===== src/sdh_pkg.sv =====
package sdh_pkg;

  // ****************************************
  // Register word offsets (byte address)
  // ****************************************
  localparam logic [7:0] OFS_PWR_CTRL  = 8'h28;
  localparam logic [7:0] OFS_CLK_CTRL  = 8'h2c;
  localparam logic [7:0] OFS_SW_RESET  = 8'h2e;
  localparam logic [7:0] OFS_CLK_FRAC  = 8'hf6;
  localparam logic [7:0] OFS_MISC      = 8'hf8;
  localparam logic [7:0] OFS_PLL_CTRL  = 8'hfa;
  localparam logic [7:0] OFS_REVISION  = 8'hfe;

  // ****************************************
  // Field positions
  // ****************************************
  localparam int PWR_BUS_ON_BIT   = 8;
  localparam int CLK_INT_EN_BIT   = 0;
  localparam int CLK_IDLE_BIT     = 2;
  localparam int CLK_DIV_LSB      = 8;
  localparam int SWRST_ALL_BIT    = 8;
  localparam int FRAC_N_LSB       = 0;
  localparam int FRAC_M_LSB       = 8;
  localparam int MISC_COMA_BIT    = 0;
  localparam int MISC_DMA_EN_BIT  = 1;
  localparam int MISC_INT_PP_BIT  = 2;
  localparam int MISC_HIBERN_BIT  = 3;
  localparam int PLL_BYPASS_BIT   = 15;
  localparam int PLL_DIRECT_BIT   = 14;
  localparam int PLL_POST_LSB     = 5;
  localparam int PLL_FB_LSB       = 0;
  localparam int REV_CODE_LSB     = 8;

  // ****************************************
  // Field widths and reset values
  // ****************************************
  localparam int FB_W   = 5;
  localparam int POST_W = 2;
  localparam int N_W    = 8;
  localparam int M_W    = 4;
  localparam int DIV_W  = 8;

  localparam logic [FB_W-1:0]   FB_RST      = 5'h04;
  localparam logic [POST_W-1:0] POST_RST    = 2'h1;
  localparam logic              BYPASS_RST  = 1'b1;
  localparam logic              DIRECT_RST  = 1'b1;
  localparam logic [N_W-1:0]    N_RST       = 8'h01;
  localparam logic [M_W-1:0]    M_RST       = 4'h0;
  localparam logic              DMA_EN_RST  = 1'b1;
  localparam logic [15:0]       PLL_RD_MASK = 16'hc07f;

  // Arbitrary neutral revision code.
  localparam logic [7:0]        REV_CODE    = 8'h21;

  // ****************************************
  // Power states
  // ****************************************
  typedef enum logic [2:0] {
    PS_RUN     = 3'b000,
    PS_IDLE    = 3'b001,
    PS_STANDBY = 3'b010,
    PS_HIBERN  = 3'b011,
    PS_COMA    = 3'b100
  } pwr_state_t;

endpackage : sdh_pkg


===== src/card_clk_div.sv =====
`timescale 1ns/1ps

// ****************************************
// Fractional card clock divider
// ****************************************
module card_clk_div
  import sdh_pkg::*;
#(
  // The widest divisor product needs 21 bits, so the default keeps one spare.
  parameter int ACC_W = 22
) (
  input  wire logic             clk_i,
  input  wire logic             rst_n_i,
  input  wire logic             run_i,
  input  wire logic [DIV_W-1:0] div_i,
  input  wire logic [N_W-1:0]   n_i,
  input  wire logic [M_W-1:0]   m_i,
  output logic                  card_bus_clock_o
);

  logic [ACC_W-1:0] acc_r;
  logic [ACC_W-1:0] acc_nxt;
  logic [ACC_W-1:0] period;
  logic [ACC_W-1:0] sixteenths;
  logic [ACC_W-1:0] mult;
  logic             tick;
  logic             clk_r;

  // Full period in base-clock sixteenths is 2 * divisor * (16N + M), or 16N + M when the divisor is 0;
  // each base cycle adds 32 so the clock toggles twice per period.
  assign sixteenths = ACC_W'({n_i, 4'h0}) + ACC_W'(m_i);
  assign mult       = (div_i == '0) ? ACC_W'(1) : ACC_W'({div_i, 1'b0});
  assign period     = ACC_W'(sixteenths * mult);
  assign tick       = (acc_r + ACC_W'(32)) >= period;
  assign acc_nxt    = tick ? ACC_W'(acc_r + ACC_W'(32) - period)
                           : ACC_W'(acc_r + ACC_W'(32));

  always_ff @(posedge clk_i or negedge rst_n_i)
  begin
    if (!rst_n_i)
    begin
      acc_r <= '0;
      clk_r <= 1'b0;
    end
    else if (!run_i)
    begin
      acc_r <= '0;
      clk_r <= 1'b0;
    end
    else
    begin
      acc_r <= acc_nxt;
      if (tick)
        clk_r <= ~clk_r;
    end
  end

  assign card_bus_clock_o = clk_r;

endmodule : card_clk_div


===== src/sdh_power_clock.sv =====
`timescale 1ns/1ps

// Operation
// - PLL output equals input times feedback plus one
// - Feedback divider resets to four
// - Bit 15 bypasses PLL, resets to one
// - Bit 14 bypasses post divider, resets one
// - Post divider from bits 6:5, reset one
// - Post divider never changes PLL frequency
// - Revision low byte zero, high byte code
// - Clock control bit 2 stops card clock
// - Power bit 8 switches card supply
// - Clearing internal clock enters standby
// - Leaving standby empties buffer pointers
// - Coma bit cuts power, tristates pins
// - Coma loses all internal state
// - Hibernate stops oscillator, PLL, buffer supply
// - Hibernate wake empties buffer pointers
// - Card detect disabled in hibernate, coma
// - Card interrupts blocked in hibernate, coma
// - Host reaches registers over 16-bit bus
// - Drive external card supply switch output
// - Card clock is PLL over fractional divisor
module sdh_power_clock
  import sdh_pkg::*;
(
  input  wire logic              clk_i,
  input  wire logic              rst_n_i,
  input  wire logic              cs_n_i,
  input  wire logic              rd_n_i,
  input  wire logic              wr_n_i,
  input  wire logic [7:0]        addr_i,
  input  wire logic [15:0]       data_i,
  output logic      [15:0]       data_o,
  output logic                   data_oe_o,
  input  wire logic              card_detect_input_i,
  input  wire logic              card_irq_i,
  output logic                   card_present_o,
  output logic                   card_irq_o,
  output logic                   card_bus_clock_o,
  output logic                   card_supply_en_o,
  output logic                   osc_en_o,
  output logic                   pll_power_down_o,
  output logic                   pll_bypass_o,
  output logic                   pll_direct_o,
  output logic      [FB_W-1:0]   pll_fb_div_o,
  output logic      [POST_W-1:0] pll_post_div_o,
  output logic                   buffer_power_en_o,
  output logic                   buffer_ptr_reset_o,
  output logic                   dma_req_en_o,
  output logic                   int_push_pull_o,
  output logic                   pins_active_o,
  output logic      [2:0]        power_state_o
);

  import sdh_pkg::*;

  // ****************************************
  // Register state
  // ****************************************
  logic              bus_on_r;
  logic              int_clk_en_r;
  logic              idle_r;
  logic [DIV_W-1:0]  div_r;
  logic [N_W-1:0]    frac_n_r;
  logic [M_W-1:0]    frac_m_r;
  logic              coma_r;
  logic              dma_en_r;
  logic              int_pp_r;
  logic              hibern_r;
  logic              bypass_r;
  logic              direct_r;
  logic [POST_W-1:0] post_r;
  logic [FB_W-1:0]   fb_r;
  logic [15:0]       data_r;
  logic              wr_d_r;
  logic              ptr_rst_r;
  logic              present_r;
  pwr_state_t        state;

  // ****************************************
  // Bus decode
  // ****************************************
  function automatic logic hit(input logic [7:0] a, input logic [7:0] ofs);
    hit = (a[7:1] == ofs[7:1]);
  endfunction : hit

  logic        sel;
  logic        wr_strobe;
  logic        wr_any;
  logic        rd_sel;
  logic        wr_pwr;
  logic        wr_clk;
  logic        wr_rst;
  logic        wr_frac;
  logic        wr_misc;
  logic        wr_pll;
  logic        soft_reset_all;
  logic        standby_exit;
  logic        hibern_exit;
  logic [15:0] rd_mux;
  logic [15:0] pll_word;

  assign sel       = ~cs_n_i;
  // A write is taken once, on the first cycle the strobe is low.
  assign wr_strobe = sel & ~wr_n_i & ~wr_d_r;
  // In coma only the reset-all bit is reachable.
  assign wr_any    = wr_strobe & ~coma_r;
  assign rd_sel    = sel & ~rd_n_i & ~coma_r;
  assign wr_pwr    = wr_any & hit(addr_i, OFS_PWR_CTRL);
  assign wr_clk    = wr_any & hit(addr_i, OFS_CLK_CTRL);
  assign wr_rst    = wr_strobe & hit(addr_i, OFS_SW_RESET);
  assign wr_frac   = wr_any & hit(addr_i, OFS_CLK_FRAC);
  assign wr_misc   = wr_any & hit(addr_i, OFS_MISC);
  assign wr_pll    = wr_any & hit(addr_i, OFS_PLL_CTRL);

  assign soft_reset_all = wr_rst & data_i[SWRST_ALL_BIT];

  assign standby_exit = wr_clk & ~int_clk_en_r & data_i[CLK_INT_EN_BIT];
  assign hibern_exit  = wr_misc & hibern_r & ~data_i[MISC_HIBERN_BIT];

  // Reserved PLL bits are never stored, so they read as zero.
  assign pll_word = {bypass_r, direct_r, 7'h00, post_r, fb_r} & PLL_RD_MASK;

  always_comb
  begin
    rd_mux = 16'h0000;
    if (hit(addr_i, OFS_PWR_CTRL))
      rd_mux[PWR_BUS_ON_BIT] = bus_on_r;
    else if (hit(addr_i, OFS_CLK_CTRL))
    begin
      rd_mux[CLK_INT_EN_BIT]              = int_clk_en_r;
      rd_mux[CLK_IDLE_BIT]                = idle_r;
      rd_mux[CLK_DIV_LSB +: DIV_W]        = div_r;
    end
    else if (hit(addr_i, OFS_CLK_FRAC))
    begin
      rd_mux[FRAC_N_LSB +: N_W] = frac_n_r;
      rd_mux[FRAC_M_LSB +: M_W] = frac_m_r;
    end
    else if (hit(addr_i, OFS_MISC))
    begin
      rd_mux[MISC_DMA_EN_BIT] = dma_en_r;
      rd_mux[MISC_INT_PP_BIT] = int_pp_r;
      rd_mux[MISC_HIBERN_BIT] = hibern_r;
    end
    else if (hit(addr_i, OFS_PLL_CTRL))
      rd_mux = pll_word;
    else if (hit(addr_i, OFS_REVISION))
      rd_mux[REV_CODE_LSB +: 8] = REV_CODE;
  end

  // ****************************************
  // Control registers
  // ****************************************
  // Entering coma wipes every register back to its reset value, so the
  // host must reinitialise after waking with the reset-all bit.
  logic wipe;
  assign wipe = soft_reset_all | (wr_misc & data_i[MISC_COMA_BIT]);

  always_ff @(posedge clk_i or negedge rst_n_i)
  begin
    if (!rst_n_i)
    begin
      bus_on_r     <= 1'b0;
      int_clk_en_r <= 1'b0;
      idle_r       <= 1'b0;
      div_r        <= '0;
    end
    else if (wipe)
    begin
      bus_on_r     <= 1'b0;
      int_clk_en_r <= 1'b0;
      idle_r       <= 1'b0;
      div_r        <= '0;
    end
    else
    begin
      if (wr_pwr)
        bus_on_r <= data_i[PWR_BUS_ON_BIT];
      if (wr_clk)
      begin
        int_clk_en_r <= data_i[CLK_INT_EN_BIT];
        idle_r       <= data_i[CLK_IDLE_BIT];
        div_r        <= data_i[CLK_DIV_LSB +: DIV_W];
      end
    end
  end

  always_ff @(posedge clk_i or negedge rst_n_i)
  begin
    if (!rst_n_i)
    begin
      frac_n_r <= N_RST;
      frac_m_r <= M_RST;
      bypass_r <= BYPASS_RST;
      direct_r <= DIRECT_RST;
      post_r   <= POST_RST;
      fb_r     <= FB_RST;
    end
    else if (wipe)
    begin
      frac_n_r <= N_RST;
      frac_m_r <= M_RST;
      bypass_r <= BYPASS_RST;
      direct_r <= DIRECT_RST;
      post_r   <= POST_RST;
      fb_r     <= FB_RST;
    end
    else
    begin
      if (wr_frac)
      begin
        frac_n_r <= data_i[FRAC_N_LSB +: N_W];
        frac_m_r <= data_i[FRAC_M_LSB +: M_W];
      end
      if (wr_pll)
      begin
        bypass_r <= data_i[PLL_BYPASS_BIT];
        direct_r <= data_i[PLL_DIRECT_BIT];
        post_r   <= data_i[PLL_POST_LSB +: POST_W];
        fb_r     <= data_i[PLL_FB_LSB +: FB_W];
      end
    end
  end

  always_ff @(posedge clk_i or negedge rst_n_i)
  begin
    if (!rst_n_i)
    begin
      coma_r   <= 1'b0;
      dma_en_r <= DMA_EN_RST;
      int_pp_r <= 1'b0;
      hibern_r <= 1'b0;
    end
    else if (soft_reset_all)
    begin
      coma_r   <= 1'b0;
      dma_en_r <= DMA_EN_RST;
      int_pp_r <= 1'b0;
      hibern_r <= 1'b0;
    end
    else if (wr_misc)
    begin
      coma_r   <= data_i[MISC_COMA_BIT];
      dma_en_r <= data_i[MISC_COMA_BIT] ? DMA_EN_RST : data_i[MISC_DMA_EN_BIT];
      int_pp_r <= data_i[MISC_COMA_BIT] ? 1'b0 : data_i[MISC_INT_PP_BIT];
      hibern_r <= data_i[MISC_COMA_BIT] ? 1'b0 : data_i[MISC_HIBERN_BIT];
    end
  end

  // ****************************************
  // Bus answer and event registers
  // ****************************************
  always_ff @(posedge clk_i or negedge rst_n_i)
  begin
    if (!rst_n_i)
    begin
      data_r    <= 16'h0000;
      wr_d_r    <= 1'b0;
      ptr_rst_r <= 1'b0;
      present_r <= 1'b0;
    end
    else
    begin
      data_r    <= rd_sel ? rd_mux : 16'h0000;
      wr_d_r    <= sel & ~wr_n_i;
      ptr_rst_r <= standby_exit | hibern_exit;
      present_r <= card_detect_input_i;
    end
  end

  // ****************************************
  // Power state
  // ****************************************
  always_comb
  begin
    if (coma_r)
      state = PS_COMA;
    else if (hibern_r)
      state = PS_HIBERN;
    else if (!int_clk_en_r)
      state = PS_STANDBY;
    else if (idle_r)
      state = PS_IDLE;
    else
      state = PS_RUN;
  end

  logic clk_live;
  logic detect_live;
  logic card_clk_run;
  logic card_clk;

  always_comb
  begin
    case (state)
      PS_RUN:
      begin
        clk_live    = 1'b1;
        detect_live = 1'b1;
      end
      PS_IDLE, PS_STANDBY:
      begin
        clk_live    = state == PS_IDLE;
        detect_live = 1'b1;
      end
      default:
      begin
        clk_live    = 1'b0;
        detect_live = 1'b0;
      end
    endcase
  end

  // The card clock stops in idle, but the oscillator and PLL keep going.
  assign card_clk_run = (state == PS_RUN);

  card_clk_div u_card_clk_div (
    .clk_i            (clk_i),
    .rst_n_i          (rst_n_i),
    .run_i            (card_clk_run),
    .div_i            (div_r),
    .n_i              (frac_n_r),
    .m_i              (frac_m_r),
    .card_bus_clock_o (card_clk)
  );

  // ****************************************
  // Outputs
  // ****************************************
  assign data_o            = data_r;
  assign data_oe_o         = rd_sel;
  assign card_bus_clock_o  = card_clk;
  assign card_supply_en_o  = bus_on_r & ~coma_r;
  assign osc_en_o          = ~hibern_r & ~coma_r;
  // Standby powers the PLL down; the bypass bit does not keep it alive.
  assign pll_power_down_o  = ~clk_live;
  assign pll_bypass_o      = bypass_r;
  // The post divider only shapes duty cycle; frequency is set by fb alone.
  assign pll_direct_o      = direct_r;
  assign pll_fb_div_o      = fb_r;
  assign pll_post_div_o    = post_r;
  assign buffer_power_en_o = ~hibern_r & ~coma_r;
  assign buffer_ptr_reset_o = ptr_rst_r | wipe;
  assign dma_req_en_o      = dma_en_r & ~coma_r;
  assign int_push_pull_o   = int_pp_r;
  assign pins_active_o     = ~coma_r;
  assign card_present_o    = present_r & detect_live;
  assign card_irq_o        = card_irq_i & detect_live;
  assign power_state_o     = state;

endmodule : sdh_power_clock


===== config.mk =====
export PLATFORM = sky130hd
export DESIGN_NAME = sdh_power_clock
export DESIGN_NICKNAME = d
export VERILOG_FILES = /design/src/sdh_pkg.sv /design/src/card_clk_div.sv /design/src/sdh_power_clock.sv
export SDC_FILE = /design/constraint.sdc
export NUM_CORES = 1
export LEC_CHECK = 0
export BUFFER_PORTS_ARGS = -buffer_cell sky130_fd_sc_hd__buf_2
export CORE_UTILIZATION = 50
export CTS_CLUSTER_DIAMETER = 40
export DETAILED_ROUTE_END_ITERATION = 10
export PLACE_DENSITY = 0.79
export SYNTH_ARGS = -nofsm -noshare
export SYNTH_HDL_FRONTEND = slang
export SYNTH_SLANG_ARGS = --single-unit

===== constraint.sdc =====
create_clock -name clk_i -period 8.47 [get_ports clk_i]
set_input_delay 0.847 -clock clk_i [delete_from_list [all_inputs] [get_ports clk_i]]
set_output_delay 0.847 -clock clk_i [all_outputs]
set_load 0.03 [all_outputs]

==> impl_metrics.csv <==
group,metric,value,unit
logic_synthesis,synth_area_leaders,"dfrtp_1 (22%), fa_1 (18%), ha_1 (11%)",
floorplanning,core,15800,µm²
route,drt_iter0_drc,558,
floorplanning,die_w,129,µm
global_routing,grt_max_degree,56,
timing,timing.final.crit_share,0.925,
floorplanning,fp.dieH,129,µm
cts,cts_buffers,9,
global_routing,grt_pass1_vias,6490,
worst_hold_path,worstHoldPathType,"in2async",
timing,max_slew_margin,0.233,
global_routing,grt_pass1_wl,30.8,mm
cts,cts_setup_buffers,0,
timing,setup_viol,0,
timing,final_hold_viol_count,0,
floorplanning,die_area,16700,µm²
route,dr.pass1.iters,5,
power,vdd_drop_max,0.0920,mV
logic_synthesis,ys_warn_count,0,
cts,cts_max_level,3,
logic_synthesis,syn_inst,929,
final_layout,nFillCells,1411,
run,maxCapViolations,0,
logic_synthesis,yosys_register_bits,78,
setup_path,cp_max_fo,28,
logic_synthesis,netlist_area,8100,µm²
global_routing,groute.usage.overall,0.234,
route,via_count,6713,
placement,hpwl,14.2,mm
setup_path,worst_setup_path_end_kind,"flip-flop",
final_layout,drive_gt1_frac,0.116,
cts,clockBufferDepth,2,
global_routing,grt_overflow_total,0,
cts,post_cts_resized,0,
setup_path,worstSetupStartpointType,"flip-flop",
timing,rsz0062_at_grt,"false",
route,post_drt_wl_per_cell,15.5,µm
final_layout,nNetsFinal,1146,
cts,clk_latency,0.36,ns
timing,clock_skew,0.00882,ns
power,leakage,0.00454,µW
timing,holdWs,0.389,ns
route,drc,0,
route,ant_nets,0,
logic_synthesis,synth_top_area_cell,"dfrtp_1",
logic_synthesis,synth_mux_area_frac,0.0199,
logic_synthesis,syn_nets,1100,
logic_synthesis,synth_compound_area_frac,0.122,
cts,clkTransAtPathRegs,0.07,ns
timing,drv_slew,0,
logic_synthesis,synthSimpleGateAreaFrac,0.225,
power,power_density,136,nW/µm²
timing,fin_setup_tns,0,ns
logic_synthesis,synth_cell_types,58,
final_layout,antenna_cells,0,
route,viasPerCell,5.61,
floorplanning,num_rows,46,
timing,worst_pin_slew,1.14,ns
timing,period_needed,7.84,ns
logic_synthesis,seq_area_frac_synth,0.242,
global_routing,antenna_found_initial,0,
setup_path,rr_worst_depth,27,
logic_synthesis,synth_top_area_share,0.222,
final_layout,area_growth,10.0,%
route,drt_wl_total,18.5,mm
run_status,status,"completed",
cts,cts_tree,"done",
setup_path,worstSetupPathType,"reg2reg",
logic_synthesis,synth_top_family_by_area,"adder cells",
placement,gp_congestion,0.897,
logic_synthesis,syn_avg_cell_area,8.72,µm²
placement,portBuffers,69,
logic_synthesis,synthFlopType,"dfrtp_1",
cts,postCtsHoldBufs,0,
timing,fmax,128,MHz
setup_path,worst_ep_required_time,8.68,ns
logic_synthesis,synth_xor_area_frac,0.0508,
floorplanning,start_util,0.512,
cts,cts_sinks,78,
floorplanning,pin_count,71,
cts,clockRootBuffer,"clkbuf_16",
setup_path,critical_path_arrival,8.05,ns
logic_synthesis,synthAdderAreaFrac,0.283,
logic_synthesis,async_flop_share,1.00,
logic_synthesis,synth_edf_count,0,
power by group:
part	internal, µW	leakage [µW]	switching (µW)
sequential	387	0.00106	20.2
clock	261	0.000157	169
combinational	146	0.00332	227
cells by family after synthesis:
logic type	count (synthesis)
simple gates	379
compound gates	154
fa+ha+maj	140
buf+inv	115
flops	78
xor+xnor	47
mux	16
state kept, by name, indices dropped and copies added, names as in the netlist:
name / cells
hibern_r: 1
u_card_clk_div.card_bus_clock_o: 1
pll_direct_o: 1
ptr_rst_r: 1
pll_bypass_o: 1
frac_m_r: 4
bus_on_r: 1
pll_fb_div_o: 5
frac_n_r: 8
wr_d_r: 1
data_o: 16
int_push_pull_o: 1
coma_r: 1
present_r: 1
pll_post_div_o: 2
dma_en_r: 1
idle_r: 1
int_clk_en_r: 1
u_card_clk_div.acc_r: 22
div_r: 8
placed cells by master (no fill, tap or decap), drive strengths merged, types with 3 or more instances in the layout:
cell type and instances:
a211oi 6, a21o 15, a21oi 71, a22oi 11, a31oi 9, and2 75, and3 8, buf 76
clkbuf 10, clkinv 3, dfrtp 72, dfstp 6, fa 72, ha 68, inv 75, mux2i 15
nand2 153, nand2b 6, nand3 29, nand3b 5, nand4 8, nor2 63, nor2b 4, nor3 12
o2111ai 3, o211ai 5, o21a 3, o21ai 14, o21bai 4, o22ai 4, or2 4, or3 4
or4 3, xnor2 29, xor2 18
Yosys cell counts (all sizes together) (3+ instances only):
library cell  number
nand2b             6
o21a               3
nand2            153
and2              75
nand4              8
fa                72
clkbuf            34
o211ai             5
o22ai              4
and3               8
o21bai             4
nand3b             5
nor2              63
or3                4
a31oi              9
dfrtp             72
nor2b              4
nor3              12
a21oi             71
or4                3
xor2              18
a21o              15
nand3             29
mux2i             15
ha                68
buf                7
xnor2             29
o21ai             14
o2111ai            3
a211oi             6
a22oi             11
dfstp              6
inv               74
or2                4
critical path, cell delays in order (launching register included):
cell,delay (ns)
dfrtp_1,0.58
or4_1,0.58
nor2_1,0.10
buf_4,0.19
nand2_1,0.10
fa_1,0.54
fa_1,0.52
inv_1,0.04
ha_1,0.28
fa_1,0.49
ha_1,0.30
a21oi_1,0.23
o211ai_1,0.18
o311ai_0,0.56
a31oi_1,0.33
nand4_1,0.20
nand4b_1,0.11
a21oi_1,0.20
xor2_1,0.19
ha_1,0.31
nand2_1,0.16
nor3_1,0.09
and3_1,0.15
a211oi_1,0.28
a21boi_2,0.44
nand2_8,0.22
mux2i_1,0.22
nor2_1,0.06
worst paths after layout:
check	slack, ns	from	to
hold reg to reg	0.51	pll_fb_div_o[2]$_DFFE_PN1P_	pll_fb_div_o[2]$_DFFE_PN1P_
max in group asynchronous	7.06	rst_n_i	div_r[6]$_DFFE_PN0P_
setup / recovery	0.63	div_r[0]$_DFFE_PN0P_	u_card_clk_div.acc_r[1]$_DFFE_PN0P_
hold / removal	0.39	rst_n_i	u_card_clk_div.acc_r[17]$_DFF_PN0_
min in group clk_i	0.51	pll_fb_div_o[2]$_DFFE_PN1P_	pll_fb_div_o[2]$_DFFE_PN1P_
setup reg to reg	0.63	div_r[0]$_DFFE_PN0P_	u_card_clk_div.acc_r[1]$_DFFE_PN0P_
stage by stage:
| step | setup WS, ns | utilization | cells | total power, µW | instance area [µm²] |
|---|---|---|---|---|---|
| floorplan | 1.62 | - | 929 | 715 | 8100 |
| global placement | 0.903 | 0.542 | 1180 | 776 | 8590 |
| CTS | 0.673 | 0.563 | 1196 | 1210 | 8910 |
| global route | 0.183 | 0.563 | 1196 | 1270 | 8910 |
| detailed placement | 0.766 | 0.542 | 1180 | 783 | 8590 |
| finish | 0.632 | 0.563 | 1196 | 1210 | 8910 |
layer usage:
metal  wire (µm)  up-vias  global-route usage
met3         887       38              0.0322
met5           0        -                   0
li1            -     3172                   -
met2        8800      203               0.380
met1        8320     3300               0.319
met4         480        0              0.0858
area by class of cell:
class,instances,area [µm²],area share
sequential,78,1960,0.220
clock inverter,6,95.1,0.0107
timing repair buffer,76,400,0.0449
clock buffer,10,229,0.0257
tap,216,270,0.0303
inverter,74,278,0.0312
multi-input combinational,736,5680,0.637
Power figures use the tool's default switching activity.
